$ cat src/core/eis_pkg.sv
package eis_pkg;

  // Register bus address width and data width
  localparam int ADDR_W = 8;
  localparam int DATA_W = 32;

  // Register offsets (byte addresses)
  localparam logic [7:0] OFS_CONFIG = 8'h54;
  localparam logic [7:0] OFS_STATUS = 8'h58;
  localparam logic [7:0] OFS_ENABLE = 8'h5c;
  localparam logic [7:0] OFS_BYTE_TEST = 8'h64;
  localparam logic [7:0] OFS_FIFO_LEVEL = 8'h68;
  localparam logic [7:0] OFS_PIN_CFG = 8'hc0;
  localparam logic [7:0] OFS_POWER = 8'hc4;

  // Status flag bit positions
  localparam int BIT_SOFTWARE = 31;
  localparam int BIT_TX_HALTED = 25;
  localparam int BIT_RX_HALTED = 24;
  localparam int BIT_DROP_HALFWAY = 23;
  localparam int BIT_TX_NOTIFY = 21;
  localparam int BIT_RX_DMA = 20;
  localparam int BIT_TIMER_WRAP = 19;
  localparam int BIT_TRANSCEIVER = 18;
  localparam int BIT_POWER = 17;
  localparam int BIT_TSF_OVERFLOW = 16;
  localparam int BIT_RX_OVERSIZE = 15;
  localparam int BIT_RX_FAULT = 14;
  localparam int BIT_TX_FAULT = 13;
  localparam int BIT_TDF_OVERRUN = 10;
  localparam int BIT_TDF_SPACE = 9;
  localparam int BIT_TSF_FULL = 8;
  localparam int BIT_TSF_LEVEL = 7;
  localparam int BIT_FRAME_DROPPED = 6;
  localparam int BIT_RSF_FULL = 4;
  localparam int BIT_RSF_LEVEL = 3;
  localparam int BIT_PIN_LSB = 0;

  // Defined, clearable and enable masks
  localparam logic [31:0] STATUS_DEFINED_MASK = 32'h83bf_e7df;
  localparam logic [31:0] STATUS_CLEAR_MASK = 32'h83bb_e7df;
  localparam logic [31:0] ENABLE_MASK = 32'h83bf_e7df;

  // Configuration, FIFO level and power register fields
  localparam int CFG_HOLDOFF_LSB = 24;
  localparam int CFG_MASTER_BIT = 12;
  localparam int FIFO_TDF_LSB = 24;
  localparam int FIFO_TSF_LSB = 16;
  localparam int FIFO_RSF_LSB = 0;
  localparam int POWER_SLEEP_BIT = 0;

  // Reset values and constants
  localparam logic [31:0] STATUS_RESET = 32'h0000_0000;
  localparam logic [31:0] ENABLE_RESET = 32'h0000_0000;
  localparam logic [7:0] HOLDOFF_RESET = 8'h00;
  localparam logic [31:0] FIFO_LEVEL_RESET = 32'h4800_0000;
  localparam logic [2:0] PIN_CFG_RESET = 3'h0;
  localparam logic [31:0] BYTE_TEST_VALUE = 32'h8765_4321;

  // Event thresholds
  localparam logic [31:0] DROP_BEFORE_MID = 32'h7fff_ffff;
  localparam logic [31:0] DROP_AFTER_MID = 32'h8000_0000;
  localparam logic [15:0] TIMER_WRAP_FROM = 16'h0000;
  localparam logic [15:0] TIMER_WRAP_TO = 16'hffff;
  localparam int FRAME_CNT_W = 12;
  localparam logic [11:0] FRAME_LIMIT_BYTES = 12'h800;

endpackage

$ cat src/core/eis_status.sv
// How it works
// - Writing one to a clearable flag clears it; writing zero keeps it.
// - Software flag bit 31 sets when its enable bit goes high.
// - Bit 25 sets once stop is requested and transmitter has halted.
// - Bit 24 sets when the receiver reaches its halted state.
// - Bit 23 sets when drop counter steps from 7fffffff to 80000000.
// - Bit 21 sets when a notify-marked transmit buffer is fully loaded.
// - Bit 20 sets once the programmed receive DMA length has been drained.
// - Bit 19 sets each time the down-counting timer wraps zero to ffff.
// - Bit 18 is read-only, follows transceiver event, ignores writes.
// - Bit 17 sets on power event whatever the wake signal; one clears.
// - Power events never wake; only a byte test write ends sleep.
// - Hold-off interval never delays the power event interrupt.
// - Bit 16 sets when a push meets a full transmit status FIFO.
// - Bit 15 sets when a received packet passes 2048 bytes.
// - Bit 14 sets on receiver error, bit 13 on transmitter error.
// - Bit 10 sets when the host writes a full transmit data FIFO.
// - Bit 9 sets when transmit data free space exceeds its threshold.
// - Bit 8 sets when the transmit status FIFO becomes full.
// - Bits 7 and 3 set when status FIFO occupancy exceeds threshold.
// - Bit 6 sets every time an incoming frame is dropped.
// - Bit 4 sets when the receive status FIFO becomes full.
// - Bits 2 to 0 latch pin events, edge chosen per pin.
// - Flags record events whether or not their enable is set.
// - Master indication is high while any enabled flag is set.
// - Transmit space threshold in 64-byte blocks, default 48h, strict compare.
// - Status FIFO thresholds in words, default 00h, event when exceeded.
`timescale 1ns/100ps
`default_nettype none

module eis_status #(
  parameter int PIN_COUNT = 3,
  parameter int RX_DMA_LEN_W = 12
) (
  input wire logic i_mclk,
  input wire logic i_rst_b,
  input wire logic [7:0] i_addr,
  input wire logic [31:0] i_wdata,
  input wire logic i_wr,
  input wire logic i_rd,
  output logic [31:0] o_rdata,
  input wire logic i_tx_stop_request,
  input wire logic i_tx_halted,
  input wire logic i_rx_halted,
  input wire logic [31:0] i_drop_count,
  input wire logic i_tx_buf_loaded,
  input wire logic i_tx_buf_notify,
  input wire logic i_rx_dma_load,
  input wire logic [RX_DMA_LEN_W-1:0] i_receive_dma_length,
  input wire logic i_rx_fifo_pop,
  input wire logic [15:0] i_timer_count,
  input wire logic i_transceiver_event,
  input wire logic i_power_event,
  input wire logic i_wake_enable,
  input wire logic i_tsf_push,
  input wire logic i_tsf_full,
  input wire logic [7:0] i_tsf_used,
  input wire logic i_rx_start,
  input wire logic i_rx_byte,
  input wire logic i_rx_error,
  input wire logic i_tx_error,
  input wire logic i_tdf_write,
  input wire logic [7:0] i_tdf_free,
  input wire logic i_frame_dropped,
  input wire logic i_rsf_full,
  input wire logic [7:0] i_rsf_used,
  input wire logic [PIN_COUNT-1:0] i_pins,
  output logic o_master_irq,
  output logic o_power_irq,
  output logic [7:0] o_holdoff_interval,
  output logic o_asleep
);

  // Elaboration checks on parameters
  if (PIN_COUNT < 1 || PIN_COUNT > 3) begin : g_bad_pins
    $error("PIN_COUNT must lie between 1 and 3");
  end
  if (RX_DMA_LEN_W < 1 || RX_DMA_LEN_W > 31) begin : g_bad_dma
    $error("RX_DMA_LEN_W must lie between 1 and 31");
  end

  // Register state
  logic [31:0] status_reg;
  logic [31:0] status_next;
  logic [31:0] enable_reg;
  logic [7:0] holdoff_reg;
  logic [7:0] tdf_level_reg;
  logic [7:0] tsf_level_reg;
  logic [7:0] rsf_level_reg;
  logic [2:0] pin_cfg_reg;
  logic asleep_reg;
  logic master_reg;
  logic power_irq_reg;
  logic [31:0] rdata_reg;

  // Event detection state
  logic [31:0] set_vec;
  logic [31:0] drop_prev_reg;
  logic [15:0] timer_prev_reg;
  logic tx_stop_prev_reg;
  logic rx_halt_prev_reg;
  logic tsf_full_prev_reg;
  logic rsf_full_prev_reg;
  logic tsf_level_prev_reg;
  logic rsf_level_prev_reg;
  logic tdf_space_prev_reg;
  logic [RX_DMA_LEN_W-1:0] dma_left_reg;
  logic [eis_pkg::FRAME_CNT_W-1:0] frame_bytes_reg;
  logic [PIN_COUNT-1:0] pin_meta_reg;
  logic [PIN_COUNT-1:0] pin_sync_reg;
  logic [PIN_COUNT-1:0] pin_prev_reg;

  // Decoded bus strobes
  logic wr_config;
  logic wr_status;
  logic wr_enable;
  logic wr_byte_test;
  logic wr_fifo_level;
  logic wr_pin_cfg;
  logic wr_power;
  logic sw_enable_rise;

  // Condition levels
  logic tx_stop_now;
  logic tsf_level_now;
  logic rsf_level_now;
  logic tdf_space_now;
  logic [PIN_COUNT-1:0] pin_event;
  logic [2:0] pin_event_full;

  // Address decode of write strobe
  assign wr_config = i_wr && (i_addr == eis_pkg::OFS_CONFIG);
  assign wr_status = i_wr && (i_addr == eis_pkg::OFS_STATUS);
  assign wr_enable = i_wr && (i_addr == eis_pkg::OFS_ENABLE);
  assign wr_byte_test = i_wr && (i_addr == eis_pkg::OFS_BYTE_TEST);
  assign wr_fifo_level = i_wr && (i_addr == eis_pkg::OFS_FIFO_LEVEL);
  assign wr_pin_cfg = i_wr && (i_addr == eis_pkg::OFS_PIN_CFG);
  assign wr_power = i_wr && (i_addr == eis_pkg::OFS_POWER);

  // Software enable going from low to high
  assign sw_enable_rise = wr_enable && i_wdata[eis_pkg::BIT_SOFTWARE]
                          && !enable_reg[eis_pkg::BIT_SOFTWARE];

  // Level conditions compared against thresholds
  assign tx_stop_now = i_tx_stop_request && i_tx_halted;
  assign tdf_space_now = i_tdf_free > tdf_level_reg;
  assign tsf_level_now = i_tsf_used > tsf_level_reg;
  assign rsf_level_now = i_rsf_used > rsf_level_reg;

  // Pin synchroniser, two flops before any logic
  always_ff @(posedge i_mclk or negedge i_rst_b) begin
    if (!i_rst_b) begin
      pin_meta_reg <= '0;
      pin_sync_reg <= '0;
      pin_prev_reg <= '0;
    end else begin
      pin_meta_reg <= i_pins;
      pin_sync_reg <= pin_meta_reg;
      pin_prev_reg <= pin_sync_reg;
    end
  end

  // Pin edge select: one picks rising, zero picks falling
  always_comb begin
    pin_event_full = 3'h0;
    for (int p = 0; p < PIN_COUNT; p++) begin
      if (pin_cfg_reg[p]) begin
        pin_event_full[p] = pin_sync_reg[p] && !pin_prev_reg[p];
      end else begin
        pin_event_full[p] = !pin_sync_reg[p] && pin_prev_reg[p];
      end
    end
  end
  assign pin_event = pin_event_full[PIN_COUNT-1:0];

  // Previous values for edge and wrap detection
  always_ff @(posedge i_mclk or negedge i_rst_b) begin
    if (!i_rst_b) begin
      drop_prev_reg <= '0;
      timer_prev_reg <= '0;
      tx_stop_prev_reg <= 1'b0;
      rx_halt_prev_reg <= 1'b0;
      tsf_full_prev_reg <= 1'b0;
      rsf_full_prev_reg <= 1'b0;
      tsf_level_prev_reg <= 1'b0;
      rsf_level_prev_reg <= 1'b0;
      tdf_space_prev_reg <= 1'b0;
    end else begin
      drop_prev_reg <= i_drop_count;
      timer_prev_reg <= i_timer_count;
      tx_stop_prev_reg <= tx_stop_now;
      rx_halt_prev_reg <= i_rx_halted;
      tsf_full_prev_reg <= i_tsf_full;
      rsf_full_prev_reg <= i_rsf_full;
      tsf_level_prev_reg <= tsf_level_now;
      rsf_level_prev_reg <= rsf_level_now;
      tdf_space_prev_reg <= tdf_space_now;
    end
  end

  // Receive DMA remaining length
  always_ff @(posedge i_mclk or negedge i_rst_b) begin
    if (!i_rst_b) begin
      dma_left_reg <= '0;
    end else if (i_rx_dma_load) begin
      dma_left_reg <= i_receive_dma_length;
    end else if (i_rx_fifo_pop && (dma_left_reg != '0)) begin
      dma_left_reg <= dma_left_reg - RX_DMA_LEN_W'(1);
    end
  end

  // Received packet length, saturating past the limit
  always_ff @(posedge i_mclk or negedge i_rst_b) begin
    if (!i_rst_b) begin
      frame_bytes_reg <= '0;
    end else if (i_rx_start) begin
      frame_bytes_reg <= i_rx_byte ? eis_pkg::FRAME_CNT_W'(1) : '0;
    end else if (i_rx_byte && (frame_bytes_reg <= eis_pkg::FRAME_LIMIT_BYTES)) begin
      frame_bytes_reg <= frame_bytes_reg + eis_pkg::FRAME_CNT_W'(1);
    end
  end

  // Event sources, each a one-cycle set request
  always_comb begin
    set_vec = 32'h0000_0000;
    set_vec[eis_pkg::BIT_SOFTWARE] = sw_enable_rise;
    set_vec[eis_pkg::BIT_TX_HALTED] = tx_stop_now && !tx_stop_prev_reg;
    set_vec[eis_pkg::BIT_RX_HALTED] = i_rx_halted && !rx_halt_prev_reg;
    set_vec[eis_pkg::BIT_DROP_HALFWAY] =
      (drop_prev_reg == eis_pkg::DROP_BEFORE_MID)
      && (i_drop_count == eis_pkg::DROP_AFTER_MID);
    set_vec[eis_pkg::BIT_TX_NOTIFY] = i_tx_buf_loaded && i_tx_buf_notify;
    set_vec[eis_pkg::BIT_RX_DMA] = !i_rx_dma_load && i_rx_fifo_pop
      && (dma_left_reg == RX_DMA_LEN_W'(1));
    set_vec[eis_pkg::BIT_TIMER_WRAP] =
      (timer_prev_reg == eis_pkg::TIMER_WRAP_FROM)
      && (i_timer_count == eis_pkg::TIMER_WRAP_TO);
    // Power event ignores the wake signal enable
    set_vec[eis_pkg::BIT_POWER] = i_power_event;
    set_vec[eis_pkg::BIT_TSF_OVERFLOW] = i_tsf_push && i_tsf_full;
    set_vec[eis_pkg::BIT_RX_OVERSIZE] = i_rx_byte && !i_rx_start
      && (frame_bytes_reg == eis_pkg::FRAME_LIMIT_BYTES);
    set_vec[eis_pkg::BIT_RX_FAULT] = i_rx_error;
    set_vec[eis_pkg::BIT_TX_FAULT] = i_tx_error;
    set_vec[eis_pkg::BIT_TDF_OVERRUN] = i_tdf_write && (i_tdf_free == 8'h00);
    set_vec[eis_pkg::BIT_TDF_SPACE] = tdf_space_now && !tdf_space_prev_reg;
    set_vec[eis_pkg::BIT_TSF_FULL] = i_tsf_full && !tsf_full_prev_reg;
    set_vec[eis_pkg::BIT_TSF_LEVEL] = tsf_level_now && !tsf_level_prev_reg;
    set_vec[eis_pkg::BIT_FRAME_DROPPED] = i_frame_dropped;
    set_vec[eis_pkg::BIT_RSF_FULL] = i_rsf_full && !rsf_full_prev_reg;
    set_vec[eis_pkg::BIT_RSF_LEVEL] = rsf_level_now && !rsf_level_prev_reg;
    set_vec[eis_pkg::BIT_PIN_LSB +: PIN_COUNT] = pin_event;
  end

  // Flag update: clear by writing one, set beats clear
  always_comb begin
    status_next = status_reg;
    if (wr_status) begin
      status_next = status_next & ~(i_wdata & eis_pkg::STATUS_CLEAR_MASK);
    end
    status_next = status_next | set_vec;
    status_next[eis_pkg::BIT_TRANSCEIVER] = i_transceiver_event;
    status_next = status_next & eis_pkg::STATUS_DEFINED_MASK;
  end

  // Status flags
  always_ff @(posedge i_mclk or negedge i_rst_b) begin
    if (!i_rst_b) begin
      status_reg <= eis_pkg::STATUS_RESET;
    end else begin
      status_reg <= status_next;
    end
  end

  // Enable mask register
  always_ff @(posedge i_mclk or negedge i_rst_b) begin
    if (!i_rst_b) begin
      enable_reg <= eis_pkg::ENABLE_RESET;
    end else if (wr_enable) begin
      enable_reg <= i_wdata & eis_pkg::ENABLE_MASK;
    end
  end

  // Hold-off interval field, used by the pin timer outside
  always_ff @(posedge i_mclk or negedge i_rst_b) begin
    if (!i_rst_b) begin
      holdoff_reg <= eis_pkg::HOLDOFF_RESET;
    end else if (wr_config) begin
      holdoff_reg <= i_wdata[eis_pkg::CFG_HOLDOFF_LSB +: 8];
    end
  end

  // FIFO threshold levels
  always_ff @(posedge i_mclk or negedge i_rst_b) begin
    if (!i_rst_b) begin
      tdf_level_reg <= eis_pkg::FIFO_LEVEL_RESET[eis_pkg::FIFO_TDF_LSB +: 8];
      tsf_level_reg <= eis_pkg::FIFO_LEVEL_RESET[eis_pkg::FIFO_TSF_LSB +: 8];
      rsf_level_reg <= eis_pkg::FIFO_LEVEL_RESET[eis_pkg::FIFO_RSF_LSB +: 8];
    end else if (wr_fifo_level) begin
      tdf_level_reg <= i_wdata[eis_pkg::FIFO_TDF_LSB +: 8];
      tsf_level_reg <= i_wdata[eis_pkg::FIFO_TSF_LSB +: 8];
      rsf_level_reg <= i_wdata[eis_pkg::FIFO_RSF_LSB +: 8];
    end
  end

  // Pin edge selection register
  always_ff @(posedge i_mclk or negedge i_rst_b) begin
    if (!i_rst_b) begin
      pin_cfg_reg <= eis_pkg::PIN_CFG_RESET;
    end else if (wr_pin_cfg) begin
      pin_cfg_reg <= i_wdata[2:0];
    end
  end

  // Sleep state: entered by software, left only by byte test write
  always_ff @(posedge i_mclk or negedge i_rst_b) begin
    if (!i_rst_b) begin
      asleep_reg <= 1'b0;
    end else if (wr_byte_test) begin
      asleep_reg <= 1'b0;
    end else if (wr_power && i_wdata[eis_pkg::POWER_SLEEP_BIT]) begin
      asleep_reg <= 1'b1;
    end
  end

  // Interrupt indications, neither one held off
  always_ff @(posedge i_mclk or negedge i_rst_b) begin
    if (!i_rst_b) begin
      master_reg <= 1'b0;
      power_irq_reg <= 1'b0;
    end else begin
      master_reg <= |(status_reg & enable_reg);
      power_irq_reg <= status_reg[eis_pkg::BIT_POWER]
                       && enable_reg[eis_pkg::BIT_POWER];
    end
  end

  // Read data, valid the cycle after the strobe
  always_ff @(posedge i_mclk or negedge i_rst_b) begin
    if (!i_rst_b) begin
      rdata_reg <= 32'h0000_0000;
    end else if (i_rd) begin
      unique case (i_addr)
        eis_pkg::OFS_CONFIG: begin
          rdata_reg <= {holdoff_reg, 11'h000, master_reg, 12'h000};
        end
        eis_pkg::OFS_STATUS: begin
          rdata_reg <= status_reg;
        end
        eis_pkg::OFS_ENABLE: begin
          rdata_reg <= enable_reg;
        end
        eis_pkg::OFS_BYTE_TEST: begin
          rdata_reg <= eis_pkg::BYTE_TEST_VALUE;
        end
        eis_pkg::OFS_FIFO_LEVEL: begin
          rdata_reg <= {tdf_level_reg, tsf_level_reg, 8'h00, rsf_level_reg};
        end
        eis_pkg::OFS_PIN_CFG: begin
          rdata_reg <= {29'h0000_0000, pin_cfg_reg};
        end
        eis_pkg::OFS_POWER: begin
          rdata_reg <= {31'h0000_0000, asleep_reg};
        end
        default: begin
          rdata_reg <= 32'h0000_0000;
        end
      endcase
    end else begin
      rdata_reg <= 32'h0000_0000;
    end
  end

  // Outputs from flops
  assign o_rdata = rdata_reg;
  assign o_master_irq = master_reg;
  assign o_power_irq = power_irq_reg;
  assign o_holdoff_interval = holdoff_reg;
  assign o_asleep = asleep_reg;

  // Wake enable only matters to the pin driver outside
  logic unused_wake;
  assign unused_wake = i_wake_enable;

endmodule

`default_nettype wire

$ cat config.mk
export PLATFORM = sky130hd
export DESIGN_NAME = eis_status
export DESIGN_NICKNAME = d
export VERILOG_FILES = /design/src/core/eis_pkg.sv /design/src/core/eis_status.sv
export SDC_FILE = /design/constraint.sdc
export NUM_CORES = 1
export LEC_CHECK = 0
export ABC_AREA = 0
export BUFFER_PORTS_ARGS = -buffer_cell sky130_fd_sc_hd__buf_2
export CAP_MARGIN = 20
export CORE_AREA = 2 2 173 158
export DETAILED_ROUTE_END_ITERATION = 8
export DIE_AREA = 0 0 175 160
export PLACE_DENSITY_LB_ADDON = 0.25
export RECOVER_POWER = 25
export SLEW_MARGIN = 20
export SYNTH_ARGS = -nofsm -noshare
export SYNTH_HDL_FRONTEND = slang
export SYNTH_SLANG_ARGS = --single-unit
$ cat constraint.sdc
create_clock -name i_mclk -period 2.49 [get_ports i_mclk]
set_clock_uncertainty 0.1 [all_clocks]
set_input_delay 0.1245 -clock i_mclk [delete_from_list [all_inputs] [get_ports i_mclk]]
set_output_delay 0.1245 -clock i_mclk [all_outputs]
set_load 0.005 [all_outputs]
==> Implementation_results.wiki <==
{| class="wikitable"
! Metric !! Value
|-
| Outcome || finished, violations left
|-
| Failing checks || capacitance limit, slew limit
|-
| Critical path peak fanout || 8
|-
| Worst-case clock buffer depth || 3
|-
| Flop-to-flop setup slack || 0.11 ns
|-
| Max IR drop VDD || 0.000634 V
|-
| Die area || 0.0280 sq mm
|-
| Placed cell area || 0.0105 sq mm
|-
| Worst slack after detailed placement || 0.471 ns
|-
| End point of the worst hold path || o_rdata[2]$_DFF_PN0_
|-
| Post-synth top area share || 55.4%
|-
| Final number of max-transition violations || 66
|-
| Worst endpoint required time || 2.77 ns
|-
| Number of hold-slack violations in the final timing report || 0
|-
| HPWL after detailed placement || 17,500 microns
|-
| Tightest Pin Transition || 1.75 ns
|-
| Die Ht || 160 microns
|-
| Cell type contributing the most total cell area after synthesis || dfrtp_1
|-
| Hold Crit Start || i_addr[3]
|-
| MaxCap Viol Count || 1
|-
| Root Buffer Master || clkbuf_16
|-
| Number of buffers created by CTS || 23
|-
| Worst-Skew Late Latency || 0.50 ns
|-
| Detailed-route via count || 7,331
|-
| Post-synth net total || 932
|-
| Global-route wire length before repair || 41,200 microns
|-
| Top flip-flop cell by instance count after synthesis || dfrtp_1
|-
| Start of the worst register-to-register path || dma_left_reg[6]$_DFFE_PN0P_
|-
| Antenna violations before repair || 3
|-
| Mean number of vias per cell || 4.99
|-
| Dominant cells by area after synthesis || dfrtp_1 55%, mux2_2 4.8%, ha_1 4.0%
|-
| Count of cell types in the netlist || 71
|-
| Final count of negative-setup-slack endpoints || 0
|-
| Power per Cell Area || 629 mW/mm^2
|-
| Time the worst path needs with I/O delays and setup || 2.38 ns
|-
| Horiz. Die Dim || 175 microns
|-
| Instance count after placement with tap cells included || 1,287
|-
| Clock edge transition at the registers on the reported setup and hold paths || 0.06 ns
|-
| Number of flip-flops in the largest register || 32
|-
| Worst endpoint data arrival time || 2.66 ns
|-
| Number of global-route vias before repair || 7,544
|-
| Ports || 193
|-
| Worst reg2reg endpoint || dma_left_reg[0]$_DFFE_PN0P_
|-
| Critical Path Sink Type || flop
|-
| Most frequent cells in the layout || 201 x dfrtp_1, 142 x buf_2, 136 x dlygate4sd3_1
|-
| Routability-driven placement congestion ratio || 0.816
|-
| Gr ovfl total || 0
|-
| Synthesis-to-layout area growth || 39.1%
|-
| Share of final-layout standard cells stronger than drive strength 1 || 26.2%
|-
| Worst min path class || input port to flop
|-
| Share of flip-flops with an asynchronous set or reset || 100%
|-
| Netlist area before placement || 0.00909 sq mm
|-
| Crit path kind || flop to flop
|-
| Placeable core area || 0.0265 sq mm
|-
| Logic depth of the worst register-to-register path || 5
|-
| Clock tree from TritonCTS || done
|-
| Crit share post-route || 95.7%
|-
| Effective utilization at floorplan || 34.3%
|-
| WL per Instance || 17.4 microns
|-
| Number of synthesis warnings || 0
|-
| Mapped Avg Cell Area || 12.1 sq um
|-
| Count of standard-cell rows || 57
|-
| Count of port buffers added during placement || 188
|-
| Number of instances in the synthesized netlist || 753
|-
| Maximum number of pins on one net before global-route repair || 68
|-
| Total detailed-routing wirelength || 25,500 microns
|-
| Static leakage power || 5.81 nW
|-
| Number of clock sinks || 203
|-
| First-pass DRT Iterations || 5
|-
| Sort of element at the start of the critical path || flop
|-
| Number of H-tree levels || 1
|-
| Rel. slew slack || -16.6%
|-
| Synthesis-stage register bit count || 203
|-
| Share of synthesized area occupied by flip-flops and latches || 55.9%
|-
| Worst hold margin || 0.0292 ns
|-
| Max Freq || 420 MHz
|-
| Detailed Route Iter0 Violations || 376
|-
| Depth of the worst hold-timing path || 4
|-
| Most frequent standard cell in the layout excluding fill and tap cells || dfrtp_1
|-
| Minimum setup slack in the final design || 0.108 ns
|-
| Net count reported at finish || 1,276
|-
| Detail Route Antenna Nets || 0
|-
| EDFF count, synth || 0
|-
| Non-filler cells, final || 1,468
|-
| DRC viols || 0
|-
| Cell area after layout || 0.0126 sq mm
|-
| Total global-route track usage || 18.4%
|}
final cells by class:
class                      instances  area (sq um)
antenna                            1          2.50
clock buffer                      30           642
clock inverter                    11           165
fill                            2420         13800
inverter                          51           191
multi-input combinational        469          3650
sequential                       203          5080
tap                              354           443
timing repair buffer             349          2460
worst max-delay path, stage by stage, from the launching register on:
cell and delay [ns]:
dfrtp_1 0.44, nor4_4 0.51, a41oi_1 0.32, xnor2_1 0.22, o21ai_0 0.10, dlygate4sd3_1 0.58
through the flow:
stage	power (mW)	TNS [ns]	util [%]
5_1_grt	8.26	-0.00804	47.8
3_3_place_gp	4.24	0	39.7
4_1_cts	8.03	0	47.9
3_5_place_dp	4.25	0	39.7
6_report	7.95	0	47.8
2_1_floorplan	3.88	0	-
layer usage:
layer	GRT usage, %	share of wire (%)
met1	25.5	46
met2	29.9	46
met3	3.64	5.9
met4	3.98	1.7
met5	0	0.090
report_power, final:
group	total (mW)	switching (mW)	leakage, nW	internal, mW
logic	0.806	0.385	2.86	0.421
clock network	3.59	1.36	0.397	2.23
registers	3.55	0.110	2.55	3.44
total	7.95	1.86	5.81	6.09
Yosys cell counts (3+ instances only):
library cell,count
ha_1,29
xnor2_1,8
and4bb_2,3
a221oi_1,6
nor4b_4,3
nand4_1,27
o21ai_0,12
and3_1,12
nor4b_2,3
inv_1,51
mux2_4,20
a221o_1,6
nor2_1,27
nand3_1,8
clkbuf_1,9
a22o_1,23
a21o_1,12
dfrtp_1,201
mux2_2,39
or4_1,4
o31ai_1,4
nor3b_1,4
a41oi_1,3
a211oi_1,6
or3_1,6
a22oi_1,30
a31oi_1,4
buf_2,12
and2_1,6
nor2b_1,8
buf_4,6
nor3_1,26
nand2_1,51
nor4_1,14
nand3b_1,4
a21oi_1,19
worst max-delay path by stage:
| stage | start | endpoint | slack, ns |
|---|---|---|---|
| 6_report | dma_left_reg[6]$_DFFE_PN0P_ | dma_left_reg[0]$_DFFE_PN0P_ | 0.11 |
| 5_1_grt | dma_left_reg[1]$_DFFE_PN0P_ | dma_left_reg[0]$_DFFE_PN0P_ | -0.008 |
| 4_1_cts | dma_left_reg[0]$_DFFE_PN0P_ | dma_left_reg[0]$_DFFE_PN0P_ | 0.03 |
| 3_5_place_dp | dma_left_reg[0]$_DFFE_PN0P_ | dma_left_reg[5]$_DFFE_PN0P_ | 0.47 |
| 3_3_place_gp | dma_left_reg[0]$_DFFE_PN0P_ | dma_left_reg[11]$_DFFE_PN0P_ | 0.47 |
| 2_1_floorplan | dma_left_reg[0]$_DFFE_PN0P_ | dma_left_reg[11]$_DFFE_PN0P_ | 0.69 |
logic make-up after synthesis:
| logic type | share of synthesized area [%] |
|---|---|
| and+or+nand+nor | 14.8 |
| DFF | 55.9 |
| AOI/OAI and AO/OA | 12.2 |
| buffers and inverters | 3.92 |
| muxes | 8.25 |
| adders and majority gates | 3.99 |
| xor gates and xnor gates | 0.771 |
| other | 0.0413 |
timing repair:
item | CTS | global route
gates resized for setup | 0 | 2
hold endpoints to repair | 231 | 0
endpoints found under the setup margin | 0 | 4
buffers inserted | 0 | 3
hold buffers | 136 | 0
Power figures use the tool's default switching activity.
